===== config.mk =====
export PLATFORM = sky130hd
export DESIGN_NAME = alarm_sensor_break_ctrl
export DESIGN_NICKNAME = d
export VERILOG_FILES = /design/src/design/alarm_ctrl_pkg.sv /design/src/design/alarm_sensor_break_ctrl.sv
export VERILOG_INCLUDE_DIRS = /design/src /design/src/design
export SDC_FILE = /design/constraint.sdc
export NUM_CORES = 1
export LEC_CHECK = 0
export BUFFER_PORTS_ARGS = -buffer_cell sky130_fd_sc_hd__buf_4
export CAP_MARGIN = 20
export CORE_MARGIN = 4
export CORE_UTILIZATION = 48
export DETAILED_ROUTE_END_ITERATION = 8
export PLACE_DENSITY_LB_ADDON = 0.3
export SYNTH_ARGS = -nofsm -noshare
export SYNTH_HDL_FRONTEND = slang
export SYNTH_SLANG_ARGS = --single-unit

===== constraint.sdc =====
create_clock -name clk_sys -period 4.3 [get_ports clk_sys]
set_input_delay 0.86 -clock clk_sys [delete_from_list [all_inputs] [get_ports clk_sys]]
set_output_delay 0.86 -clock clk_sys [all_outputs]
set_load 0.05 [all_outputs]

===== src/design/alarm_ctrl_defs.svh =====
`ifndef ALARM_CTRL_DEFS_SVH
`define ALARM_CTRL_DEFS_SVH

// clock and flash timing
`define CLK_PERIOD_NS  50
`define BLINK_HALF_NS  500000000

// parameter store geometry and bus map
`define NUM_PARAMS     32
`define ADDR_W         7
`define A_ACCESS_BASE  7'h20
`define A_STATUS       7'h40

// parameter indices
`define P_SETPOINT     5'h00
`define P_ALM_HIGH     5'h01
`define P_ALM_LOW      5'h02
`define P_ALM_BAND     5'h03
`define P_BRK_LEVEL    5'h04
`define P_ALM_MODE     5'h05
`define P_OP2_SEL      5'h06
`define P_OP2_FUNC     5'h07
`define P_HEATCOOL     5'h08
`define P_MAN_AUTH     5'h09
`define P_CAL_OFFSET   5'h0a

// defaults, values in tenths
`define D_SETPOINT     16'h00fa
`define D_ALM_HIGH     16'h03e8
`define D_ALM_BAND     16'h0032
`define D_MAN_AUTH     16'h0001
`define D_ACCESS       2'h2

// output level limits in tenths of a percent
`define LEVEL_MAX      16'h03e8
`define LEVEL_MIN_HC   16'hfc19
`define LEVEL_MIN_H    16'h0000

`endif


===== src/design/alarm_ctrl_pkg.sv =====
package alarm_ctrl_pkg;

    typedef enum logic [1:0] {MODE_OFF, MODE_LATCH, MODE_NONLATCH} alarm_mode_e;
    typedef enum logic [1:0] {ACC_HIDDEN, ACC_READ, ACC_RW} access_e;
    typedef enum logic [1:0] {MOD_TRIAC, MOD_LOGIC, MOD_RELAY, MOD_DC} module_e;
    typedef enum logic [1:0] {UP_MEASURED, UP_BREAK, UP_UNDERRANGE} upper_ann_e;
    typedef enum logic [1:0] {LOW_SETPOINT, LOW_OUTPUT, LOW_ALARM_TYPE, LOW_FAULT} lower_ann_e;

    typedef struct packed {
        logic        valid;
        logic        openCircuit;
        logic [15:0] value;
    } meas_s;

    typedef struct packed {
        logic parameterButton;
        logic raise;
        logic lower;
        logic autoManual;
    } buttons_s;

    typedef struct packed {
        logic [31:0][15:0] param;
        logic [31:0][1:0]  access;
        logic              cfgLevel;
        logic              strapDone;
        logic [23:0]       blinkCnt;
        logic              phase;
        logic [2:0]        cond;
        logic [2:0]        ann;
        logic              brkOver;
        logic              brkUnder;
        logic              manual;
        logic              refused;
        logic [15:0]       rdata;
        logic              firstAlarmOutput;
        logic              secondOutput;
        logic              loopOpen;
        logic              manualBeacon;
        logic              upperBlank;
        upper_ann_e        upperAnn;
        lower_ann_e        lowerAnn;
        logic [1:0]        alarmTypeShown;
        logic [15:0]       outputLevel;
    } state_s;

endpackage


===== src/design/alarm_sensor_break_ctrl.sv =====
`timescale 1ns/100ps
`include "alarm_ctrl_defs.svh"
// notes
// - every output is a registered copy of a field of the state struct
// - only a measurement pulse moves the conditions and the break flags
// - one blink phase serves beacon, upper flash and lower alternation
// - mode off still feeds the lower display and the second output
// - writes see the level caught at power-up, not the live link pin
// - break level writes are clamped on the way in, not refused for being out of range
// - the refused flag reflects the latest parameter or access write only
// - hidden parameters read as zero at operator level
// - raise and lower step the level by one tenth per press
// - a parameter press clears only latched types whose cause is gone
// - the span limits are parameters, set for the fitted sensor
//
module alarm_sensor_break_ctrl #(
    parameter logic signed [15:0] SPAN_HIGH    = 16'sh1388,
    parameter logic signed [15:0] SPAN_LOW     = 16'shfc18,
    parameter int                 BLINK_CYCLES = `BLINK_HALF_NS / `CLK_PERIOD_NS
) (
    // clock and reset
    input  wire logic                         clk_sys,
    input  wire logic                         resetn,
    // straps and status from the instrument
    input  wire logic                         configLink,
    input  wire logic                         selfFault,
    input  wire alarm_ctrl_pkg::module_e      op2Module,
    // process input and control algorithm
    input  wire alarm_ctrl_pkg::meas_s        meas,
    input  wire logic [15:0]                  pidLevel,
    // front panel buttons, one-cycle pulses
    input  wire alarm_ctrl_pkg::buttons_s     buttons,
    // register port
    input  wire logic [`ADDR_W-1:0]           busAddr,
    input  wire logic [15:0]                  busWdata,
    input  wire logic                         busWr,
    input  wire logic                         busRd,
    output logic [15:0]                       busRdata,
    // alarm outputs
    output logic                              firstAlarmOutput,
    output logic                              secondOutput,
    output logic                              secondOutputLed,
    // loop and displays
    output logic                              loopOpen,
    output logic [15:0]                       outputLevel,
    output logic                              manualMode,
    output logic                              manualBeacon,
    output logic                              upperBlank,
    output alarm_ctrl_pkg::upper_ann_e        upperAnn,
    output alarm_ctrl_pkg::lower_ann_e        lowerAnn,
    output logic [1:0]                        alarmTypeShown,
    output logic                              configLevel
);

    // refuse parameter values the logic cannot serve
    initial begin
        if (BLINK_CYCLES < 1 || BLINK_CYCLES >= (1 << 24))
            $error("BLINK_CYCLES out of range");
        if (SPAN_LOW >= SPAN_HIGH)
            $error("span limits reversed");
    end

    // whole state and its next value
    alarm_ctrl_pkg::state_s st;
    alarm_ctrl_pkg::state_s next_st;

    // limit an output level to the range of the control type
    // values are signed tenths of a percent
    function automatic logic [15:0] clamp_level(input logic [15:0] v, input logic heatCool);
        logic signed [15:0] lo;
        lo = heatCool ? $signed(`LEVEL_MIN_HC) : $signed(`LEVEL_MIN_H);
        if ($signed(v) > $signed(`LEVEL_MAX))
            return `LEVEL_MAX;
        else if ($signed(v) < lo)
            return lo;
        else
            return v;
    endfunction

    // second output function allowed by the fitted module
    // only logic and relay modules can carry an alarm
    function automatic logic func_allowed(input alarm_ctrl_pkg::module_e m, input logic isAlarm);
        if (!isAlarm)
            return 1'b1;
        return (m == alarm_ctrl_pkg::MOD_LOGIC) || (m == alarm_ctrl_pkg::MOD_RELAY);
    endfunction

    // parameter visible at the present level
    // configuration level shows every parameter
    function automatic logic visible(input logic cfg, input logic [1:0] acc);
        return cfg || (acc != alarm_ctrl_pkg::ACC_HIDDEN);
    endfunction

    // factory default of each parameter
    // parameters without a stated default start at zero
    function automatic logic [15:0] default_of(input int idx);
        unique case (idx)
            `P_SETPOINT: return `D_SETPOINT;
            `P_ALM_HIGH: return `D_ALM_HIGH;
            `P_ALM_BAND: return `D_ALM_BAND;
            `P_MAN_AUTH: return `D_MAN_AUTH;
            default:     return 16'h0000;
        endcase
    endfunction

    // reset image of the whole state
    function automatic alarm_ctrl_pkg::state_s reset_state();
        alarm_ctrl_pkg::state_s r;
        r = '0;
        for (int i = 0; i < `NUM_PARAMS; i++) begin
            r.param[i]  = default_of(i);
            r.access[i] = `D_ACCESS;
        end
        return r;
    endfunction

    // constant reset image, so the async branch loads only a constant
    localparam alarm_ctrl_pkg::state_s RESET_ST = reset_state();

    // next-state logic
    always_comb begin
        logic signed [15:0] v;
        logic signed [16:0] diff;
        logic signed [16:0] band;
        logic [2:0]         cnd;
        logic [1:0]         mode;
        logic [1:0]         sel;
        logic               brk;
        logic               heatCool;
        logic               manAuth;
        logic               anyAlarm;
        logic               cfgAlarm;
        logic [4:0]         idx;
        logic               ok;
        logic [15:0]        wval;
        logic [15:0]        level;
        v        = '0;
        diff     = '0;
        band     = '0;
        cnd      = '0;
        mode     = '0;
        sel      = '0;
        brk      = 1'b0;
        heatCool = 1'b0;
        manAuth  = 1'b0;
        anyAlarm = 1'b0;
        cfgAlarm = 1'b0;
        idx      = '0;
        ok       = 1'b0;
        wval     = '0;
        level    = '0;
        next_st  = st;

        heatCool = st.param[`P_HEATCOOL][0];
        manAuth  = st.param[`P_MAN_AUTH][0];


        // catch the configuration link once after reset release
        // later changes of the link are ignored until the next reset
        if (!st.strapDone) begin
            next_st.strapDone = 1'b1;
            next_st.cfgLevel  = configLink;
        end


        // flash timebase
        // one phase flip every BLINK_CYCLES clocks drives every flash
        if (st.blinkCnt == 24'(BLINK_CYCLES - 1)) begin
            next_st.blinkCnt = '0;
            next_st.phase    = ~st.phase;
        end else begin
            next_st.blinkCnt = st.blinkCnt + 24'h000001;
        end


        // evaluate conditions on every new measurement
        // between pulses cond and break keep their last value
        if (meas.valid) begin
            v    = $signed(meas.value);
            diff = 17'(v) - 17'($signed(st.param[`P_SETPOINT]));
            band = 17'($signed(st.param[`P_ALM_BAND]));
            cnd[0] = v > $signed(st.param[`P_ALM_HIGH]);
            cnd[1] = v < $signed(st.param[`P_ALM_LOW]);
            cnd[2] = (diff > band) || (-diff > band);
            next_st.cond     = cnd;
            next_st.brkOver  = meas.openCircuit || (v > SPAN_HIGH);
            next_st.brkUnder = !meas.openCircuit && (v < SPAN_LOW);
        end


        // per type annunciation by mode
        // a latch set wins over a press in the same cycle
        for (int i = 0; i < 3; i++) begin
            mode = st.param[`P_ALM_MODE][2*i +: 2];
            unique case (mode)
                alarm_ctrl_pkg::MODE_LATCH: begin
                    if (next_st.cond[i])
                        next_st.ann[i] = 1'b1;
                    else if (buttons.parameterButton)
                        next_st.ann[i] = 1'b0;
                end
                alarm_ctrl_pkg::MODE_NONLATCH: begin
                    next_st.ann[i] = next_st.cond[i];
                end
                default: begin
                    next_st.ann[i] = 1'b0;
                end
            endcase
        end

        cfgAlarm = |next_st.ann;
        anyAlarm = cfgAlarm || (|next_st.cond);
        next_st.firstAlarmOutput = cfgAlarm;


        // second output follows its one selected type
        // select code 3 parks the second output off
        sel = st.param[`P_OP2_SEL][1:0];
        next_st.secondOutput = st.param[`P_OP2_FUNC][0] && (sel != 2'h3)
                               && next_st.cond[sel];


        // auto/manual handling
        // leaving manual needs a clear input and a fresh press
        brk = next_st.brkOver || next_st.brkUnder;
        if (buttons.autoManual) begin
            if (!st.manual && manAuth) begin
                next_st.manual = 1'b1;
            end else if (st.manual && !brk) begin
                next_st.manual = 1'b0;
            end
        end


        // output level selection
        // entering manual keeps the level, so the change is bumpless
        level = st.outputLevel;
        if (next_st.manual) begin
            if (!st.manual) begin
                level = st.outputLevel;
            end else if (manAuth && buttons.raise) begin
                level = st.outputLevel + 16'h0001;
            end else if (manAuth && buttons.lower) begin
                level = st.outputLevel - 16'h0001;
            end
        end else if (brk) begin
            level = st.param[`P_BRK_LEVEL];
        end else begin
            level = pidLevel;
        end
        next_st.outputLevel = clamp_level(level, heatCool);
        next_st.loopOpen    = brk;


        // beacon and displays
        // fault wins the lower display over alarm and manual
        next_st.manualBeacon = brk ? next_st.phase : next_st.manual;
        if (next_st.brkUnder)
            next_st.upperAnn = alarm_ctrl_pkg::UP_UNDERRANGE;
        else if (next_st.brkOver)
            next_st.upperAnn = alarm_ctrl_pkg::UP_BREAK;
        else
            next_st.upperAnn = alarm_ctrl_pkg::UP_MEASURED;
        next_st.upperBlank = cfgAlarm && !brk && next_st.phase;

        next_st.alarmTypeShown = 2'h0;
        for (int i = 2; i >= 0; i--) begin
            if (next_st.cond[i] || next_st.ann[i])
                next_st.alarmTypeShown = 2'(i);
        end
        if (selfFault)
            next_st.lowerAnn = alarm_ctrl_pkg::LOW_FAULT;
        else if (anyAlarm)
            next_st.lowerAnn = next_st.phase ? alarm_ctrl_pkg::LOW_ALARM_TYPE
                                             : alarm_ctrl_pkg::LOW_SETPOINT;
        else if (next_st.manual)
            next_st.lowerAnn = alarm_ctrl_pkg::LOW_OUTPUT;
        else
            next_st.lowerAnn = alarm_ctrl_pkg::LOW_SETPOINT;


        // register writes
        // refused writes leave the state and raise the refused flag
        idx = busAddr[4:0];
        if (busWr) begin
            if (busAddr < `A_ACCESS_BASE) begin
                ok   = st.cfgLevel || (st.access[idx] == alarm_ctrl_pkg::ACC_RW);
                wval = busWdata;
                if (idx == `P_CAL_OFFSET && !st.cfgLevel)
                    ok = 1'b0;
                if (idx == `P_BRK_LEVEL)
                    wval = clamp_level(busWdata, heatCool);
                if (idx == `P_OP2_FUNC && !func_allowed(op2Module, busWdata[0]))
                    ok = 1'b0;
                if (ok)
                    next_st.param[idx] = wval;
                next_st.refused = !ok;
            end else if (busAddr < `A_STATUS) begin
                ok = st.cfgLevel && (busWdata[1:0] != 2'h3);
                if (ok)
                    next_st.access[idx] = busWdata[1:0];
                next_st.refused = !ok;
            end
        end


        // register reads, data valid one cycle later only
        // rdata falls back to zero when no read is pending
        next_st.rdata = 16'h0000;
        if (busRd) begin
            if (busAddr < `A_ACCESS_BASE) begin
                if (visible(st.cfgLevel, st.access[idx]))
                    next_st.rdata = st.param[idx];
            end else if (busAddr < `A_STATUS) begin
                if (st.cfgLevel)
                    next_st.rdata = {14'h0000, st.access[idx]};
            end else if (busAddr == `A_STATUS) begin
                next_st.rdata = {3'h0, selfFault, st.cfgLevel, st.manual, st.brkUnder,
                                 st.brkOver, st.refused, st.ann, st.cond, st.loopOpen};
            end
        end
    end

    // state register
    // reset loads the constant image built from the defaults
    always_ff @(posedge clk_sys or negedge resetn) begin
        if (!resetn)
            st <= RESET_ST;
        else
            st <= next_st;
    end

    // outputs straight from the state
    // each output is a flop of the state struct, no logic after it
    assign busRdata         = st.rdata;
    assign firstAlarmOutput = st.firstAlarmOutput;
    assign secondOutput     = st.secondOutput;
    assign secondOutputLed  = st.secondOutput;
    assign loopOpen         = st.loopOpen;
    assign outputLevel      = st.outputLevel;
    assign manualMode       = st.manual;
    assign manualBeacon     = st.manualBeacon;
    assign upperBlank       = st.upperBlank;
    assign upperAnn         = st.upperAnn;
    assign lowerAnn         = st.lowerAnn;
    assign alarmTypeShown   = st.alarmTypeShown;
    assign configLevel      = st.cfgLevel;

endmodule


==> impl_results.md <==
- Max frequency: 214.7 MHz
- Seq/Total Area, Yosys: 0.4718
- Largest net degree at the start of global routing: 119
- Crit-path max FO: 4
- Vias in the first global route: 25,608
- Sw Ratio: 0.2853
- Worst EP arrival: 5.16 ns
- Cts hold-fix bufs: 0
- CTS tree: built
- Post-synth top flop: dfrtp_1
- Commonest cells after routing, fill and taps aside: dfrtp_1, nand2_1, buf_4
- GR Overflow Total: 0
- Most common cell after layout, fill and taps aside: dfrtp_1
- Die area: slightly below 80,000 um2
- Grt peak-use layer: met2
- Worst setup margin: -0.3587 ns
- Final Hold Violating Endpoints: 0
- Drt wl/cell: between 20 and 25 um
- DP Wirelength: 68,510 um
- DR vias: 24,373
- RSZ-0062 raised after global routing: yes
- Worst Setup End Kind: register
- Worst hold slack: around 0.24 ns
- Core area: 71,730 um2
- Yosys top cell area share: 0.4356
- Status: finished, violations left
- Port Buffer Count: 114
- Clock Skew: between 0.03 and 0.04 ns
- Tcrit/Tclk final: 1.083
- Initial antenna violation count: 0
- Synth unique cells: 83
- First-pass GRT wire length: 153,500 um
- Setup crit end: lowerAnn[0]
- Worst skew pair latency: 0.63 ns
- M3 GR Usage: 0.03855
- Residual DRC: 0
- Placer Congestion: 0.8569
- Clock Path Buffers: 3
- Die Ht: 277.5 um
- Post-synth top area cell: dfrtp_1
- Peak VDD IR: a little over 0.3 mV
- Net Count, Synth: 3,091
- Leak: 0.01884 uW
- Failing checks: setup timing
- Setup TNS: -2.141 ns
- Seq pwr share: 0.406
- Detailed Route WL: ~98,000 um
- Final ANT Viol Nets: 0
- CP Class: in2reg
- Internal: 12,060 uW
- Syn. warnings: 0
- Syn Inst Count: about 3,000
- Post-synthesis register bit count: 655
- CTS root buf: clkbuf_16
- Worst-margin pin slew: ~1.1 ns
- R2R cell count: 21
- Die X: 277.5 um
- Total CTS buffers: 72
- Final setup violation count: 8
- I/O pin cnt: between 100 and 150
- Initial core utilization: 0.4861
- CP Data Required Time: 4.80 ns
- Met1 usage: 0.3466
- Comb pwr share: 0.198
- RR Startpoint: st[144]
- Syn avg cell area: 11.96 um2
- # nets final: 3,274
- Area Growth Syn to Fin: 16.91%
- R2r endpoint: lowerAnn[0]
- Worst Setup SP: meas[0]
- Synthesized area: 34,870 um2
- Final antenna diode count: 0
- Grt met2 use: 0.4282
- FF-to-FF setup slack: -0.35 ns
- Clock slew at reported path FFs: roughly 0.060 ns
- Largest cells by area after synthesis: dfrtp_1, mux4_2, mux2_2
- NetSw: 4816 uW
- Fraction of layout cells with a size suffix above 1: 0.3537
- Max-slew violations: 0
- Std cell rows: 98
- Tmin final: 4.659 ns
- Drt pass-1 iters: 5
- Worst min-delay path class: in2async
- Post-synth EDFFs: 0
- Slew HR: 0.2383
- Setup crit start kind: input port
- H-tree Lvls: 3
- Number of sinks on the clock net: 655
- Vias per Instance: ~5.9
- First-iteration detailed-routing DRC count: 1,912
- Clk pwr share: 0.396
- Power per standard cell area: 414.0 nW/um2
- Total GRT Usage: 0.2544
- Max-capacitance violation count: 0
- Asr flop ratio synth: 1.000
## area by class of cell
type | count | area [um2]
inverter | 115 | 447.9
clock buffer | 106 | 2111
tap | 950 | 1189
clock inverter | 25 | 476.7
fill | 5824 | 30960
sequential | 655 | 16450
timing repair buffer | 350 | 3050
multi-input combinational | 1904 | 17040
## flip-flops by register name, summed over array words and instances (netlist names)
signal / count
lowerAnn: 2
manualMode: 1
manualBeacon: 1
secondOutput: 1
outputLevel: 16
busRdata: 16
firstAlarmOutput: 1
loopOpen: 1
st: 611
upperBlank: 1
configLevel: 1
alarmTypeShown: 2
upperAnn: 1
## how the worst min path moves through the flow
stage	start	to	slack, ns	cells after the start
6_report	resetn	st[190]	0.24	1
3_5_place_dp	st[585]	st[585]	0.47	2
3_3_place_gp	st[58]	st[58]	0.45	1
5_1_grt	resetn	st[190]	0.30	1
2_1_floorplan	st[58]	st[58]	0.44	1
4_1_cts	resetn	st[190]	0.30	1
## metal layers
metal  vias up  wire (um)
met5         -          0
met4         0       2643
met3       158       5606
met2       751      48540
met1     12623      41650
li1      10841          -
## critical path, cell delays in order
cell and delay, ns:
buf_4 0.13, inv_12 0.03, ha_4 0.15, fa_2 0.36, nor2b_2 0.15, o21ai_2 0.09, a21oi_2 0.19, nor3_1 0.08
xnor2_1 0.15, or4b_4 0.53, or3_4 0.38, nor4_4 0.19, nor3b_2 0.24, xnor2_1 0.09, ha_1 0.33, o41ai_2 0.09
a21oi_1 0.13, o21ai_1 0.08, a41o_2 0.31, o21a_1 0.14, buf_4 0.13, buf_6 0.11, a41o_1 0.22
## cells by family after synthesis
group,count (synthesis),share of synthesized area
adders and majority gates,107,0.03861
and+or+nand+nor,675,0.09465
AOI/OAI and AO/OA,485,0.08403
DFF,655,0.4718
other,1,0.0001075
buffers and inverters,356,0.04804
muxes,578,0.2482
xor gates and xnor gates,58,0.01457
## metrics by stage
step                setup WS, ns  utilization  cell area [um2]  instances  power, uW
global placement          -1.168       0.5290            37950       3966      10120
finish                   -0.3587       0.5683            40770       4105      16880
floorplan                -0.5408            -            35000       2915       8913
global route             -0.6317       0.5683            40770       4105      17580
CTS                      -0.3465       0.5670            40670       4103      16930
detailed placement        -1.211       0.5290            37950       3966      10210
## cell usage after synthesis, types with 41 or more instances
| cell type | instances |
|---|---|
| dfrtp_1 | 607 |
| nand2_1 | 320 |
| mux2_2 | 276 |
| o21ai_0 | 250 |
| mux4_2 | 170 |
| clkbuf_1 | 135 |
| inv_1 | 115 |
| nor2_1 | 114 |
| ha_1 | 106 |
| mux2_4 | 71 |
| a21oi_1 | 67 |
| dfstp_2 | 48 |
| buf_4 | 41 |
## repair_timing
| item | CTS | global route |
|---|---|---|
| setup buffers | 6 | 2 |
| endpoints found under the setup margin | 24 | 24 |
| pin swaps | 16 | 2 |
| hold endpoints to repair | 0 | 0 |
| gates resized for setup | 26 | 17 |
## power groups by stage
stage	sequential, uW	combinational, uW	clock, uW
floorplan	6830	2080	0
global placement	6920	3200	0
detailed placement	6950	3260	0
CTS	6840	3300	6780
global route	6880	3650	7050
finish	6850	3350	6680
Note: power is estimated with default switching activity, not from simulation.
